File: src/hdl/afe_regs_pkg.sv
// package: register map, field layout and reset values of the front end register bank
package afe_regs_pkg;
  localparam int ADDR_W = 8;
  localparam int DATA_W = 8;
  localparam int WORD_W = 10;
  localparam int LINE_W = 14;
  // offsets
  localparam logic [7:0] SYNC_SEL_ADDR = 8'h11;
  localparam logic [7:0] RED_GAIN_HIGH_ADDR = 8'h12;
  localparam logic [7:0] RED_GAIN_LOW_ADDR = 8'h13;
  localparam logic [7:0] GREEN_GAIN_HIGH_ADDR = 8'h14;
  localparam logic [7:0] GREEN_GAIN_LOW_ADDR = 8'h15;
  localparam logic [7:0] BLUE_GAIN_HIGH_ADDR = 8'h16;
  localparam logic [7:0] BLUE_GAIN_LOW_ADDR = 8'h17;
  localparam logic [7:0] RED_OFFSET_HIGH_ADDR = 8'h18;
  localparam logic [7:0] RED_OFFSET_LOW_ADDR = 8'h19;
  localparam logic [7:0] GREEN_OFFSET_HIGH_ADDR = 8'h1a;
  localparam logic [7:0] GREEN_OFFSET_LOW_ADDR = 8'h1b;
  localparam logic [7:0] BLUE_OFFSET_HIGH_ADDR = 8'h1c;
  localparam logic [7:0] BLUE_OFFSET_LOW_ADDR = 8'h1d;
  localparam logic [7:0] LINE_LENGTH_HIGH_ADDR = 8'h1e;
  localparam logic [7:0] LINE_LENGTH_LOW_ADDR = 8'h1f;
  localparam logic [7:0] SYNC_STATUS_ADDR = 8'h30;
  localparam logic [7:0] BLACK_LOOP_ADDR = 8'h27;
  // reset values
  localparam logic [7:0] GAIN_HIGH_RST = 8'h55;
  localparam logic [7:0] OFFSET_HIGH_RST = 8'h80;
  localparam logic [7:0] LOW_RST = 8'h00;
  localparam logic [7:0] LINE_HIGH_RST = 8'h06;
  localparam logic [7:0] LINE_LOW_RST = 8'h98;
  localparam logic [7:0] SYNC_SEL_RST = 8'h00;
  localparam logic [7:0] BLACK_LOOP_RST = 8'h40;
  // field layout
  localparam int SYNC_MODE_BIT = 0;
  localparam int HSRC_BIT = 1;
  localparam int VSRC_BIT = 2;
  localparam int LOOP_OFF_BIT = 7;
  localparam logic [7:0] LOW_FIELD_MASK = 8'hc0;
  localparam int LOW_FIELD_LSB = 6;
  localparam logic [7:0] LINE_HIGH_MASK = 8'h3f;
  localparam logic [7:0] SYNC_SEL_MASK = 8'h07;
  localparam logic [9:0] OFFSET_MID = 10'h200;
  localparam logic [7:0] ZERO_BYTE = 8'h00;
  localparam int NCH = 3;

  // per-channel settings toward the converters and the offset adder
  typedef struct packed {
    logic [WORD_W-1:0] gain;
    logic [WORD_W-1:0] offset_dac;
    logic signed [WORD_W-1:0] digital_offset;
  } chan_ctrl_s;

  // chosen sync routing
  typedef struct packed {
    logic hsync_from_sog;
    logic vsync_from_separator;
  } sync_route_s;
endpackage : afe_regs_pkg

File: src/hdl/afe_gain_offset_sync_regs.sv
// module: gain, offset, line length and sync source register bank
`timescale 1ns/10ps
// Contract
// bit 0 low: sync sources chosen automatically, reported
// bit 0 high: bits 1 and 2 choose
// horizontal bit: 0 sync pin, 1 sync_on_green
// vertical bit: 0 sync pin, 1 separator
// gain is 0.5 plus word over 682
// gain word: high byte, low bits 7:6
// gain 0x55/00 unity, 0xff/c0 maximum
// loop off: offset high byte drives converter
// loop on: offset high byte signed, 0x80 zero
// offset word low bits from 7:6
// 14-bit line length applied on low write
// software writes line high before low
// loop disable bypasses adder, same latency
// unused low bits read zero, ignore writes
module afe_gain_offset_sync_regs
  import afe_regs_pkg::*;
(
  // clock, reset, enable
  input wire logic clk_in,
  input wire logic srst_in,
  input wire logic ce_in,
  // register port
  input wire logic [ADDR_W-1:0] addr_in,
  input wire logic [DATA_W-1:0] wdata_in,
  input wire logic wr_in,
  input wire logic rd_in,
  output logic [DATA_W-1:0] rdata_out,
  // sync activity seen on the pins, asynchronous
  input wire logic hsync_active_in,
  input wire logic sog_active_in,
  input wire logic vsync_active_in,
  // sync routing toward the muxes
  output sync_route_s route_out,
  // per-channel settings: 0 red, 1 green, 2 blue
  output chan_ctrl_s [NCH-1:0] chan_out,
  output logic black_loop_off_out,
  // line length toward the pixel-clock loop
  output logic [LINE_W-1:0] line_length_out,
  output logic line_length_load_out
);

  // ----------------------------------------------------------------
  // storage
  // ----------------------------------------------------------------
  logic [DATA_W-1:0] gain_high [NCH];
  logic [DATA_W-1:0] gain_low [NCH];
  logic [DATA_W-1:0] offset_high [NCH];
  logic [DATA_W-1:0] offset_low [NCH];
  logic [DATA_W-1:0] line_length_high;
  logic [DATA_W-1:0] line_length_low;
  logic [DATA_W-1:0] sync_source_select;
  logic [DATA_W-1:0] black_loop_cfg;
  logic [2:0] hs_sync;
  logic [2:0] sog_sync;
  logic [2:0] vs_sync;
  logic hs_seen;
  logic sog_seen;
  logic vs_seen;
  sync_route_s auto_route;
  logic [DATA_W-1:0] next_rdata;

  // decoded address of a channel byte: base plus 2 per channel
  function automatic logic hit(input logic [ADDR_W-1:0] a, input logic [ADDR_W-1:0] base,
                               input int ch);
    hit = (a == base + ADDR_W'(2 * ch));
  endfunction : hit

  // ----------------------------------------------------------------
  // channel registers
  // ----------------------------------------------------------------
  generate
    for (genvar c = 0; c < NCH; c++) begin : g_chan
      // gain and offset bytes, low bytes keep only bits 7:6
      always_ff @(posedge clk_in) begin
        if (srst_in) begin
          gain_high[c] <= GAIN_HIGH_RST;
          gain_low[c] <= LOW_RST;
          offset_high[c] <= OFFSET_HIGH_RST;
          offset_low[c] <= LOW_RST;
        end else if (ce_in && wr_in) begin
          if (hit(addr_in, RED_GAIN_HIGH_ADDR, c)) begin
            gain_high[c] <= wdata_in;
          end
          if (hit(addr_in, RED_GAIN_LOW_ADDR, c)) begin
            gain_low[c] <= wdata_in & LOW_FIELD_MASK;
          end
          if (hit(addr_in, RED_OFFSET_HIGH_ADDR, c)) begin
            offset_high[c] <= wdata_in;
          end
          if (hit(addr_in, RED_OFFSET_LOW_ADDR, c)) begin
            offset_low[c] <= wdata_in & LOW_FIELD_MASK;
          end
        end
      end

      // 10-bit words; converters get the offset word, adder the signed one
      always_ff @(posedge clk_in) begin
        if (srst_in) begin
          chan_out[c].gain <= {GAIN_HIGH_RST, 2'b00};
          chan_out[c].offset_dac <= OFFSET_MID;
          chan_out[c].digital_offset <= '0;
        end else if (ce_in) begin

          chan_out[c].gain <= {gain_high[c], gain_low[c][LOW_FIELD_LSB +: 2]};

          chan_out[c].offset_dac <= {offset_high[c], offset_low[c][LOW_FIELD_LSB +: 2]};
          // adder input zero while loop is off, register stage kept either way
          if (black_loop_cfg[LOOP_OFF_BIT]) begin
            chan_out[c].digital_offset <= '0;
          end else begin
            chan_out[c].digital_offset <=
              {offset_high[c], offset_low[c][LOW_FIELD_LSB +: 2]} - OFFSET_MID;
          end
        end
      end
    end
  endgenerate

  // ----------------------------------------------------------------
  // line length, sync select, loop configuration
  // ----------------------------------------------------------------
  always_ff @(posedge clk_in) begin
    if (srst_in) begin
      line_length_high <= LINE_HIGH_RST;
      line_length_low <= LINE_LOW_RST;
      sync_source_select <= SYNC_SEL_RST;
      black_loop_cfg <= BLACK_LOOP_RST;
    end else if (ce_in && wr_in) begin
      unique case (addr_in)
        LINE_LENGTH_HIGH_ADDR: line_length_high <= wdata_in & LINE_HIGH_MASK;
        LINE_LENGTH_LOW_ADDR: line_length_low <= wdata_in;
        SYNC_SEL_ADDR: sync_source_select <= wdata_in & SYNC_SEL_MASK;
        BLACK_LOOP_ADDR: black_loop_cfg <= wdata_in;
        default: ;
      endcase
    end
  end

  // loop sees a new length only after the low byte is written
  always_ff @(posedge clk_in) begin
    if (srst_in) begin
      line_length_out <= {LINE_HIGH_RST[5:0], LINE_LOW_RST};
      line_length_load_out <= 1'b0;
    end else if (ce_in) begin
      line_length_load_out <= wr_in && (addr_in == LINE_LENGTH_LOW_ADDR);
      if (wr_in && (addr_in == LINE_LENGTH_LOW_ADDR)) begin
        line_length_out <= {line_length_high[5:0], wdata_in};
      end
    end
  end

  always_ff @(posedge clk_in) begin
    if (srst_in) begin
      black_loop_off_out <= 1'b0;
    end else if (ce_in) begin
      black_loop_off_out <= black_loop_cfg[LOOP_OFF_BIT];
    end
  end

  // ----------------------------------------------------------------
  // sync activity synchronisers and routing
  // ----------------------------------------------------------------
  always_ff @(posedge clk_in) begin
    if (srst_in) begin
      hs_sync <= '0;
      sog_sync <= '0;
      vs_sync <= '0;
      hs_seen <= 1'b0;
      sog_seen <= 1'b0;
      vs_seen <= 1'b0;
    end else if (ce_in) begin
      hs_sync <= {hs_sync[1:0], hsync_active_in};
      sog_sync <= {sog_sync[1:0], sog_active_in};
      vs_sync <= {vs_sync[1:0], vsync_active_in};
      // a change counts once the second and third stages agree
      if (hs_sync[1] == hs_sync[2]) begin
        hs_seen <= hs_sync[2];
      end
      if (sog_sync[1] == sog_sync[2]) begin
        sog_seen <= sog_sync[2];
      end
      if (vs_sync[1] == vs_sync[2]) begin
        vs_seen <= vs_sync[2];
      end
    end
  end

  // automatic choice: dedicated pins preferred while active
  always_comb begin
    auto_route.hsync_from_sog = !hs_seen && sog_seen;
    auto_route.vsync_from_separator = !vs_seen;
  end

  always_ff @(posedge clk_in) begin
    if (srst_in) begin
      route_out <= '0;
    end else if (ce_in) begin
      if (sync_source_select[SYNC_MODE_BIT]) begin
        route_out.hsync_from_sog <= sync_source_select[HSRC_BIT];
        route_out.vsync_from_separator <= sync_source_select[VSRC_BIT];
      end else begin
        route_out <= auto_route;
      end
    end
  end

  // ----------------------------------------------------------------
  // read port, data one cycle after the strobe
  // ----------------------------------------------------------------
  always_comb begin
    next_rdata = ZERO_BYTE;
    for (int c = 0; c < NCH; c++) begin
      if (hit(addr_in, RED_GAIN_HIGH_ADDR, c)) next_rdata = gain_high[c];
      if (hit(addr_in, RED_GAIN_LOW_ADDR, c)) next_rdata = gain_low[c];
      if (hit(addr_in, RED_OFFSET_HIGH_ADDR, c)) next_rdata = offset_high[c];
      if (hit(addr_in, RED_OFFSET_LOW_ADDR, c)) next_rdata = offset_low[c];
    end
    unique case (addr_in)
      LINE_LENGTH_HIGH_ADDR: next_rdata = line_length_high;
      LINE_LENGTH_LOW_ADDR: next_rdata = line_length_low;
      SYNC_SEL_ADDR: next_rdata = sync_source_select;
      BLACK_LOOP_ADDR: next_rdata = black_loop_cfg;
      // chosen multiplexer settings, whatever the mode
      SYNC_STATUS_ADDR: next_rdata = {6'b00_0000, route_out.vsync_from_separator,
                                      route_out.hsync_from_sog};
      default: ;
    endcase
  end

  always_ff @(posedge clk_in) begin
    if (srst_in) begin
      rdata_out <= ZERO_BYTE;
    end else if (ce_in) begin
      rdata_out <= rd_in ? next_rdata : ZERO_BYTE;
    end
  end

endmodule : afe_gain_offset_sync_regs

File: config.mk
export PLATFORM = sky130hd
export DESIGN_NAME = afe_gain_offset_sync_regs
export DESIGN_NICKNAME = d
export VERILOG_FILES = /design/src/hdl/afe_regs_pkg.sv /design/src/hdl/afe_gain_offset_sync_regs.sv
export SDC_FILE = /design/constraint.sdc
export NUM_CORES = 1
export LEC_CHECK = 0
export BUFFER_PORTS_ARGS = -buffer_cell sky130_fd_sc_hd__buf_2
export CORE_AREA = 2 2 135 137
export DETAILED_ROUTE_END_ITERATION = 8
export DIE_AREA = 0 0 137 139
export PLACE_DENSITY_LB_ADDON = 0.1
export SLEW_MARGIN = 20
export SYNTH_ARGS = -nofsm -noshare
export SYNTH_HDL_FRONTEND = slang
export SYNTH_SLANG_ARGS = --single-unit
File: constraint.sdc
create_clock -name clk_in -period 2.6 [get_ports clk_in]
set_clock_uncertainty 0.05 [all_clocks]
set_input_delay 0.13 -clock clk_in [delete_from_list [all_inputs] [get_ports clk_in]]
set_output_delay 0.13 -clock clk_in [all_outputs]
set_load 0.01 [all_outputs]
==> flow_metrics.py, run 1 <==
metrics = {
    "critical_path": {
        "regToRegStartpoint": "offset_high[2][7]$_SDFFCE_PN1P_",
        "critical_path.max_stage_delay_ps": 530,
        "cp_cell_sequence": "dlygate4sd3_1 -> buf_4 -> nand3b_1 -> nor3_1 -> nand4_2 -> a21oi_1 -> a211o_1",
        "cp-startpoint": "srst_in",
        "cp.arrival_ps": 2240,
        "worst-setup-path-type": "in2reg",
        "cp_slowest_cell": "dlygate4sd3_1",
        "crit_path_end_kind": "register",
        "startpoint_type": "input pin",
        "critPathMaxFanout": 36,
        "required_ps": 2990,
    },
    "routing": {
        "drt-pass1-iter-count": 5,
        "post_drt_wl_per_cell_um": 19.7,
        "drt-initial-drc-count": 695,
        "drt_drc_violations_left": 0,
        "vias": 6949,
        "ant_nets": 0,
        "routed_wirelength_mm": 24.5,
        "vias_per_cell": 5.57,
    },
    "cells_and_area": {
        "final_area_um2": 10300,
        "areaGrowthSynthToFinish_pct": 19.5,
        "antenna_cells": 0,
        "drive_gt1_share_pct": 20.1,
        "final_nets": 1026,
    },
    "global_route": {
        "antenna_found_initial": 0,
        "grt_first_pass_wirelength_mm": 37.3,
        "grt_pass1_vias": 6388,
        "grt.total_usage_pct": 25.5,
        "grt-ovfl-total": 0,
        "grt_max_degree": 74,
    },
    "synth": {
        "yosys_register_bits": 213,
        "async_flop_share_pct": 0,
        "ys_seq_area_share_pct": 56.4,
        "synth_warnings": 0,
        "synthCells": 869,
        "synthDistinctLibCells": 53,
        "syn-cell-area_um2": 8630,
        "ys.flop_type": "dfxtp_1",
        "synth_edf_count": 60,
        "synth_nets": 893,
        "avgSynthCellArea_um2": 9.93,
    },
    "power_and_ir_drop": {
        "power_frac_seq_pct": 49.7,
        "clkPwrFrac_pct": 42.3,
        "cellPowerDensity_nw_per_um2": 713,
        "power_leakage_nw": 4.28,
        "switching_share_pct": 23.7,
        "combPwrFrac_pct": 8.0,
        "p_int_w": 0.00561,
        "switching_power_w": 0.00174,
        "ir_worst_vdd_uv": 532,
    },
    "floorplan": {
        "coreArea_um2": 17700,
        "dieHeight_um": 139,
        "pin_count": 140,
        "die_area_um2": 19000,
        "die_w_um": 137,
        "start_util_pct": 48.9,
        "rows": 49,
    },
    "placed_design": {
        "portBuffers": 139,
        "placed_area_um2": 9520,
        "gp_congestion": 0.926,
        "hpwl_mm": 17.1,
    },
    "clock_tree": {
        "cts_resized": 0,
        "cts_tree": "done",
        "cts_sinks": 213,
        "clk_pin_slew_ps": 60,
        "cts-root-buf": "clkbuf_16",
        "h-tree-depth": 1,
        "cts_max_path_buffers": 3,
        "clock_latency_ps": 500,
        "numCtsBuffers": 23,
    },
    "sta": {
        "worstMarginPinSlew_ps": 967,
        "post-route-min-period_ps": 1850,
        "rsz0062_at_grt": "no",
        "whs_ps": 13.5,
        "slew_viol_final": 0,
        "hold_viol_final": 0,
        "fin_crit_sh_pct": 71.1,
        "setup_violations": 0,
        "slew-limit-headroom_pct": 35.5,
        "setup_tns_ps": 0,
        "fmax_mhz": 541,
    },
    "hold_path": {
        "hold_class": "in2reg",
        "hp-start": "wdata_in[1]",
    },
    "run_status": {
        "outcome": "finished clean",
    },
    "job": {
        "max_cap_violations": 0,
    },
}
==> critical path: cells and delay by family <==
| kind | cells | cell delay [ps] |
|---|---|---|
| buffers and inverters | 2 | 780 |
| and+or+nand+nor | 3 | 980 |
| AOI/OAI and AO/OA | 2 | 320 |
==> worst paths after layout <==
path / cells past startpoint / slack (ps) / to
max: 7 / 750 / rdata_out[4]$_SDFFE_PP0P_
max reg2reg: 5 / 890 / rdata_out[7]$_SDFFE_PP0P_
min reg2reg: 2 / 390 / line_length_out[3]$_SDFFE_PP1P_
min: 3 / 10 / line_length_low[1]$_SDFFE_PP0P_
==> cell usage in the layout (no fill, tap or decap), drive strengths merged, types with 4 or more instances in the layout <==
master and n:
a211o 23, buf 160, nor3 7, a22oi 28, dlygate4sd3 7, or3 17, a21o 8, clkinv 10
o21bai 10, nor2b 22, mux2i 55, a221oi 8, nand2 104, nand3 6, dfxtp 153, clkbuf 30
a22o 6, inv 5, o211ai 4, edfxtp 60, a21oi 69, and2 37, mux2 4, nor2 132
o21ai 10
==> per-stage QoR <==
stage	util, %	total power [W]	worst slack (ps)	cells
finish	58.4	0.00735	752	1247
global route	58.4	0.00761	668	1247
CTS	58.4	0.00742	811	1247
detailed placement	53.9	0.00430	374	1199
global placement	53.9	0.00430	414	1199
floorplan	-	0.00404	592	869
==> flip-flops by register name, indices dropped and copies added (netlist names), 2 cells and up <==
name	flops
line_length_out	14
sync_source_select	3
offset_low	6
offset_high	24
line_length_low	8
chan_out	90
hs_sync	3
rdata_out	8
black_loop_cfg	8
route_out	2
line_length_high	6
gain_high	24
gain_low	6
sog_sync	3
vs_sync	3
==> what timing repair did <==
item	in CTS	in global routing
buffers inserted	0	0
setup endpoints to repair	0	0
hold buffers	7	0
hold endpoints to repair	13	0
==> per-layer routing <==
| metal | up-vias | GRT usage, % | wire length [um] |
|---|---|---|---|
| met3 | 36 | 4.35 | 1840 |
| met1 | 3326 | 37.7 | 11000 |
| li1 | 3324 | - | - |
| met5 | - | 0 | 0 |
| met2 | 263 | 39.9 | 11200 |
| met4 | 0 | 4.45 | 398 |
==> cells by family (layout without fill, tap and decap cells) <==
logic type | after synthesis | after routing | synth area share [%]
muxes | 59 | 59 | 6.90
DFF | 213 | 213 | 56.4
AOI/OAI and AO/OA | 184 | 184 | 14.5
buffers and inverters | 65 | 214 | 3.16
and+or+nand+nor | 348 | 348 | 19.1
==> final cells by class <==
class                           count  area, um^2
Clock buffer                       30         602
Tap cell                          229         287
Inverter                            6        22.5
Multi-Input combinational cell    591        3490
Timing Repair Buffer              167         928
Fill cell                        1609        7350
Clock inverter                     11         113
Sequential cell                   213        4860
==> power by group through the flow <==
stage,Clock (W),Sequential (W),Combinational [W]
2_1_floorplan,0,0.00372,0.000317
3_3_place_gp,0,0.00372,0.000573
3_5_place_dp,0,0.00372,0.000577
4_1_cts,0.00318,0.00365,0.000588
5_1_grt,0.00330,0.00366,0.000645
6_report,0.00311,0.00365,0.000589
==> cells in the mapped netlist (all sizes together) (4+ instances only) <==
cell type,number,area share (%)
dfxtp,153,35
and2,37,2.7
a21oi,69,4.0
o211ai,4,0.35
mux2i,55,6.4
edfxtp,60,21
a22oi,28,2.4
a21o,8,0.70
nand2,104,4.5
a22o,6,0.61
o21ai,10,0.58
nor2b,22,1.6
a211o,23,2.3
nor2,132,5.7
inv,5,0.22
or3,17,1.3
o21bai,10,0.87
a221oi,8,0.81
nor3,7,0.46
clkbuf,41,1.8
buf,18,1.1
nand3,6,0.41
mux2,4,0.52
Note: power is estimated with default switching activity, not from simulation.
==> run 2: changes to the inputs <==
ABC_AREA = 1   (was default)
CORE_AREA = 2 2 133 135   (was 2 2 135 137)
DIE_AREA = 0 0 135 137   (was 0 0 137 139)
clock period = 1.6 ns   (was 2.6 ns; I/O delays follow)
==> run 2 against run 1 <==
Net effect:
- highest routed layer unchanged
- critical path type is now reg2reg
- die area shrank 2.9%
- global-route usage increased by 0.59 points
- clock power up 69%
- area after synthesis fell by 2.5%
- synthesized cell count rose by 17%
- non-clock buffer count is 48 higher
- utilization grew 3.7 points
- first-iteration DRC count down 24%
- largest power group unchanged
- sequential share of layout area down 1.2 points
- setup slack worse by 680 ps
==> flow_metrics.py, run 2 <==
metrics = {
    "run_status": {
        "outcome": "finished clean",
    },
    "critical_path": {
        "critPathBufInv": 0,
        "cp_slowest_cell": "edfxtp_1",
        "cp_top_family": "simple AND/OR/NAND/NOR gates",
        "worst-setup-path-type": "reg2reg",
        "regToRegStartpoint": "offset_high[0][0]$_SDFFCE_PN0P_",
        "ff2ff_setup_slack_ps": 70,
        "r2r_end": "rdata_out[0]$_SDFFE_PP0P_",
        "required_ps": 1940,
        "reg2reg_depth": 6,
        "startpoint_type": "register",
        "crit_cells": 6,
        "cp-startpoint": "offset_high[0][0]$_SDFFCE_PN0P_",
        "cpMostUsedCell": "nand2_1",
        "crit_end": "rdata_out[0]$_SDFFE_PP0P_",
        "critPathMaxFanout": 3,
        "critical_path.max_stage_delay_ps": 460,
        "cp_cell_sequence": "nand2_1 -> nand2_1 -> a221oi_1 -> nand4_1 -> nand3_1 -> a21oi_1",
        "cp.arrival_ps": 1870,
        "crit_path_end_kind": "register",
    },
    "synth": {
        "synth_nets": 1038,
        "synth_edf_count": 60,
        "yosysTopAreaCell": "dfxtp_1",
        "syn-cell-area_um2": 8420,
        "synthTopCellsByArea": "dfxtp_1 (36%), edfxtp_1 (21%), nand2_1 (12%)",
        "synth_common_cells": "nand2_1 (265), dfxtp_1 (153), nor2_1 (117), a21oi_1 (109), nand3_1 (61)",
        "async_flop_share_pct": 0,
        "synth_most_common_cell": "nand2_1",
        "ys_seq_area_share_pct": 57.8,
        "ys.flop_type": "dfxtp_1",
        "yosys_register_bits": 213,
        "avgSynthCellArea_um2": 8.30,
        "synth_top_cell_area_share_pct": 36.4,
        "synthDistinctLibCells": 31,
        "synthCells": 1014,
        "synth_warnings": 0,
    },
    "clock_tree": {
        "clock_latency_ps": 510,
        "clk_pin_slew_ps": 60,
        "numCtsBuffers": 23,
        "cts_tree": "done",
        "cts_sinks": 213,
        "cts-root-buf": "clkbuf_16",
        "cts_max_path_buffers": 3,
        "h-tree-depth": 1,
    },
    "cells_and_area": {
        "largest_register_ffs": 90,
        "top_register": "chan_out",
        "drive_gt1_share_pct": 22.9,
        "top_regs": "chan_out x90, gain_high x24, offset_high x24",
        "fin_util_pct": 62.0,
        "layout_commonest_cell": "nand2_1",
        "antenna_cells": 0,
        "final_nets": 1226,
        "areaGrowthSynthToFinish_pct": 25.7,
        "layout_common_cells": "nand2_1 (265), dfxtp_1 (153), buf_2 (139), nor2_1 (117), a21oi_1 (109)",
        "final_cells": 1444,
    },
    "routing": {
        "post_drt_wl_per_cell_um": 17.0,
        "vias": 7585,
        "drt_drc_violations_left": 0,
        "drt-pass1-iter-count": 7,
        "ant_nets": 0,
        "vias_per_cell": 5.25,
        "routed_wirelength_mm": 24.6,
        "drt-initial-drc-count": 529,
    },
    "sta": {
        "hold_viol_final": 0,
        "fin_crit_sh_pct": 95.5,
        "slew_viol_final": 0,
        "fmax_mhz": 654,
        "rsz0062_at_grt": "no",
        "setup_violations": 0,
        "worstMarginPinSlew_ps": 546,
        "slew-limit-headroom_pct": 63.4,
        "post-route-min-period_ps": 1530,
    },
    "hold_path": {
        "hold_class": "in2reg",
    },
    "floorplan": {
        "rows": 48,
        "start_util_pct": 49.3,
        "die_area_um2": 18500,
        "pin_count": 140,
        "coreArea_um2": 17100,
        "dieHeight_um": 137,
        "die_w_um": 135,
    },
    "power_and_ir_drop": {
        "switching_share_pct": 23.7,
        "power_leakage_nw": 4.65,
        "cellPowerDensity_nw_per_um2": 1140,
        "clkPwrFrac_pct": 43.4,
        "switching_power_w": 0.00287,
        "combPwrFrac_pct": 7.4,
        "power_frac_seq_pct": 49.2,
        "ir_worst_vdd_uv": 778,
        "p_int_w": 0.00923,
    },
    "placed_design": {
        "portBuffers": 139,
        "hpwl_mm": 17.2,
        "gp_congestion": 1.02,
        "placed_cells": 1390,
    },
    "global_route": {
        "grt_max_degree": 38,
        "grt_first_pass_wirelength_mm": 37.6,
        "grt-ovfl-total": 0,
        "grt.total_usage_pct": 26.1,
        "antenna_found_initial": 0,
        "grt_pass1_vias": 6878,
    },
    "job": {
        "max_cap_violations": 0,
    },
}
-- run 2: cell count changes in the layout (fill, tap and decap cells not counted), moves of 22 or more --
cell	before	now
and2_1	36	0
inv_1	5	46
nor2b_1	22	0
nand3_1	5	61
a211o_1	23	0
mux2i_1	55	0
a21oi_1	69	109
a22oi_1	28	0
buf_4	23	62
o21ai_0	10	55
nand2_1	104	265
-- run 2: layout make-up --
class	instances	area (um^2)
well taps	225	282
clock inverters	5	28.8
inverters	70	264
multi-input cells	679	3080
flip-flops and latches	213	4860
clock buffers	37	731
fillers	1549	6470
repair buffers	215	1330
-- run 2: layer usage --
layer  up-vias  routed length [um]  global-route usage (%)
li1       3729                   -                       -
met1      3497               11200                    37.5
met2       316               11000                    41.5
met3        43                1870                    3.93
met4         0                 468                    7.00
met5         -                   0                       0
-- run 2: power by group through the flow --
stage / registers (W) / clock network (W) / logic, W
after floorplan: 0.00607 / 0 / 0.000414
after global placement: 0.00606 / 0 / 0.000857
after detailed placement: 0.00606 / 0 / 0.000869
after CTS: 0.00595 / 0.00533 / 0.000893
after global routing: 0.00597 / 0.00554 / 0.000986
final: 0.00595 / 0.00526 / 0.000894
-- run 2: worst min-delay path by stage --
| stage | startpoint | to | cells past startpoint |
|---|---|---|---|
| 3_3_place_gp | vsync_active_in | vs_sync[0]$_SDFFE_PP0P_ | 3 |
| 4_1_cts | rd_in | rdata_out[6]$_SDFFE_PP0P_ | 5 |
| 3_5_place_dp | vsync_active_in | vs_sync[0]$_SDFFE_PP0P_ | 3 |
| 5_1_grt | srst_in | offset_high[0][7]$_SDFFCE_PN1P_ | 3 |
| 2_1_floorplan | hsync_active_in | hs_sync[0]$_SDFFE_PP0P_ | 2 |
| 6_report | rd_in | rdata_out[6]$_SDFFE_PP0P_ | 5 |
-- run 2: tightest hold or removal path, delay by kind of cell --
| family | cells | cell delay (ps) |
|---|---|---|
| AND/OR/NAND/NOR | 3 | 330 |
| AO/OA/AOI/OAI | 1 | 50 |
| buffers and inverters | 1 | 110 |
-- run 2: cells by family (layout without fill, tap and decap cells) --
group | count (synthesis) | after routing | synth area share (%)
and+or+nand+nor | 478 | 478 | 23.8
buffers and inverters | 122 | 327 | 5.59
AOI/OAI and AO/OA | 201 | 201 | 12.8
DFF | 213 | 213 | 57.8
-- run 2: what timing repair did --
item                       CTS  global route
setup endpoints to repair    0             1
hold endpoints to repair    19             0
hold buffers                11             0
buffers inserted             0             1
resized for setup            0             0
-- run 2: stage by stage --
stage	total power [W]	hold slack, ps	area [um^2]	TNS (ps)	setup slack, ps
2_1_floorplan	0.00648	165	8420	-8350	-206
3_3_place_gp	0.00692	262	9700	-649	-62.9
3_5_place_dp	0.00693	264	9700	-2010	-98.3
4_1_cts	0.0122	31.6	10600	0	133
5_1_grt	0.0125	91.9	10600	0	0.651
6_report	0.0121	57.1	10600	0	71.5
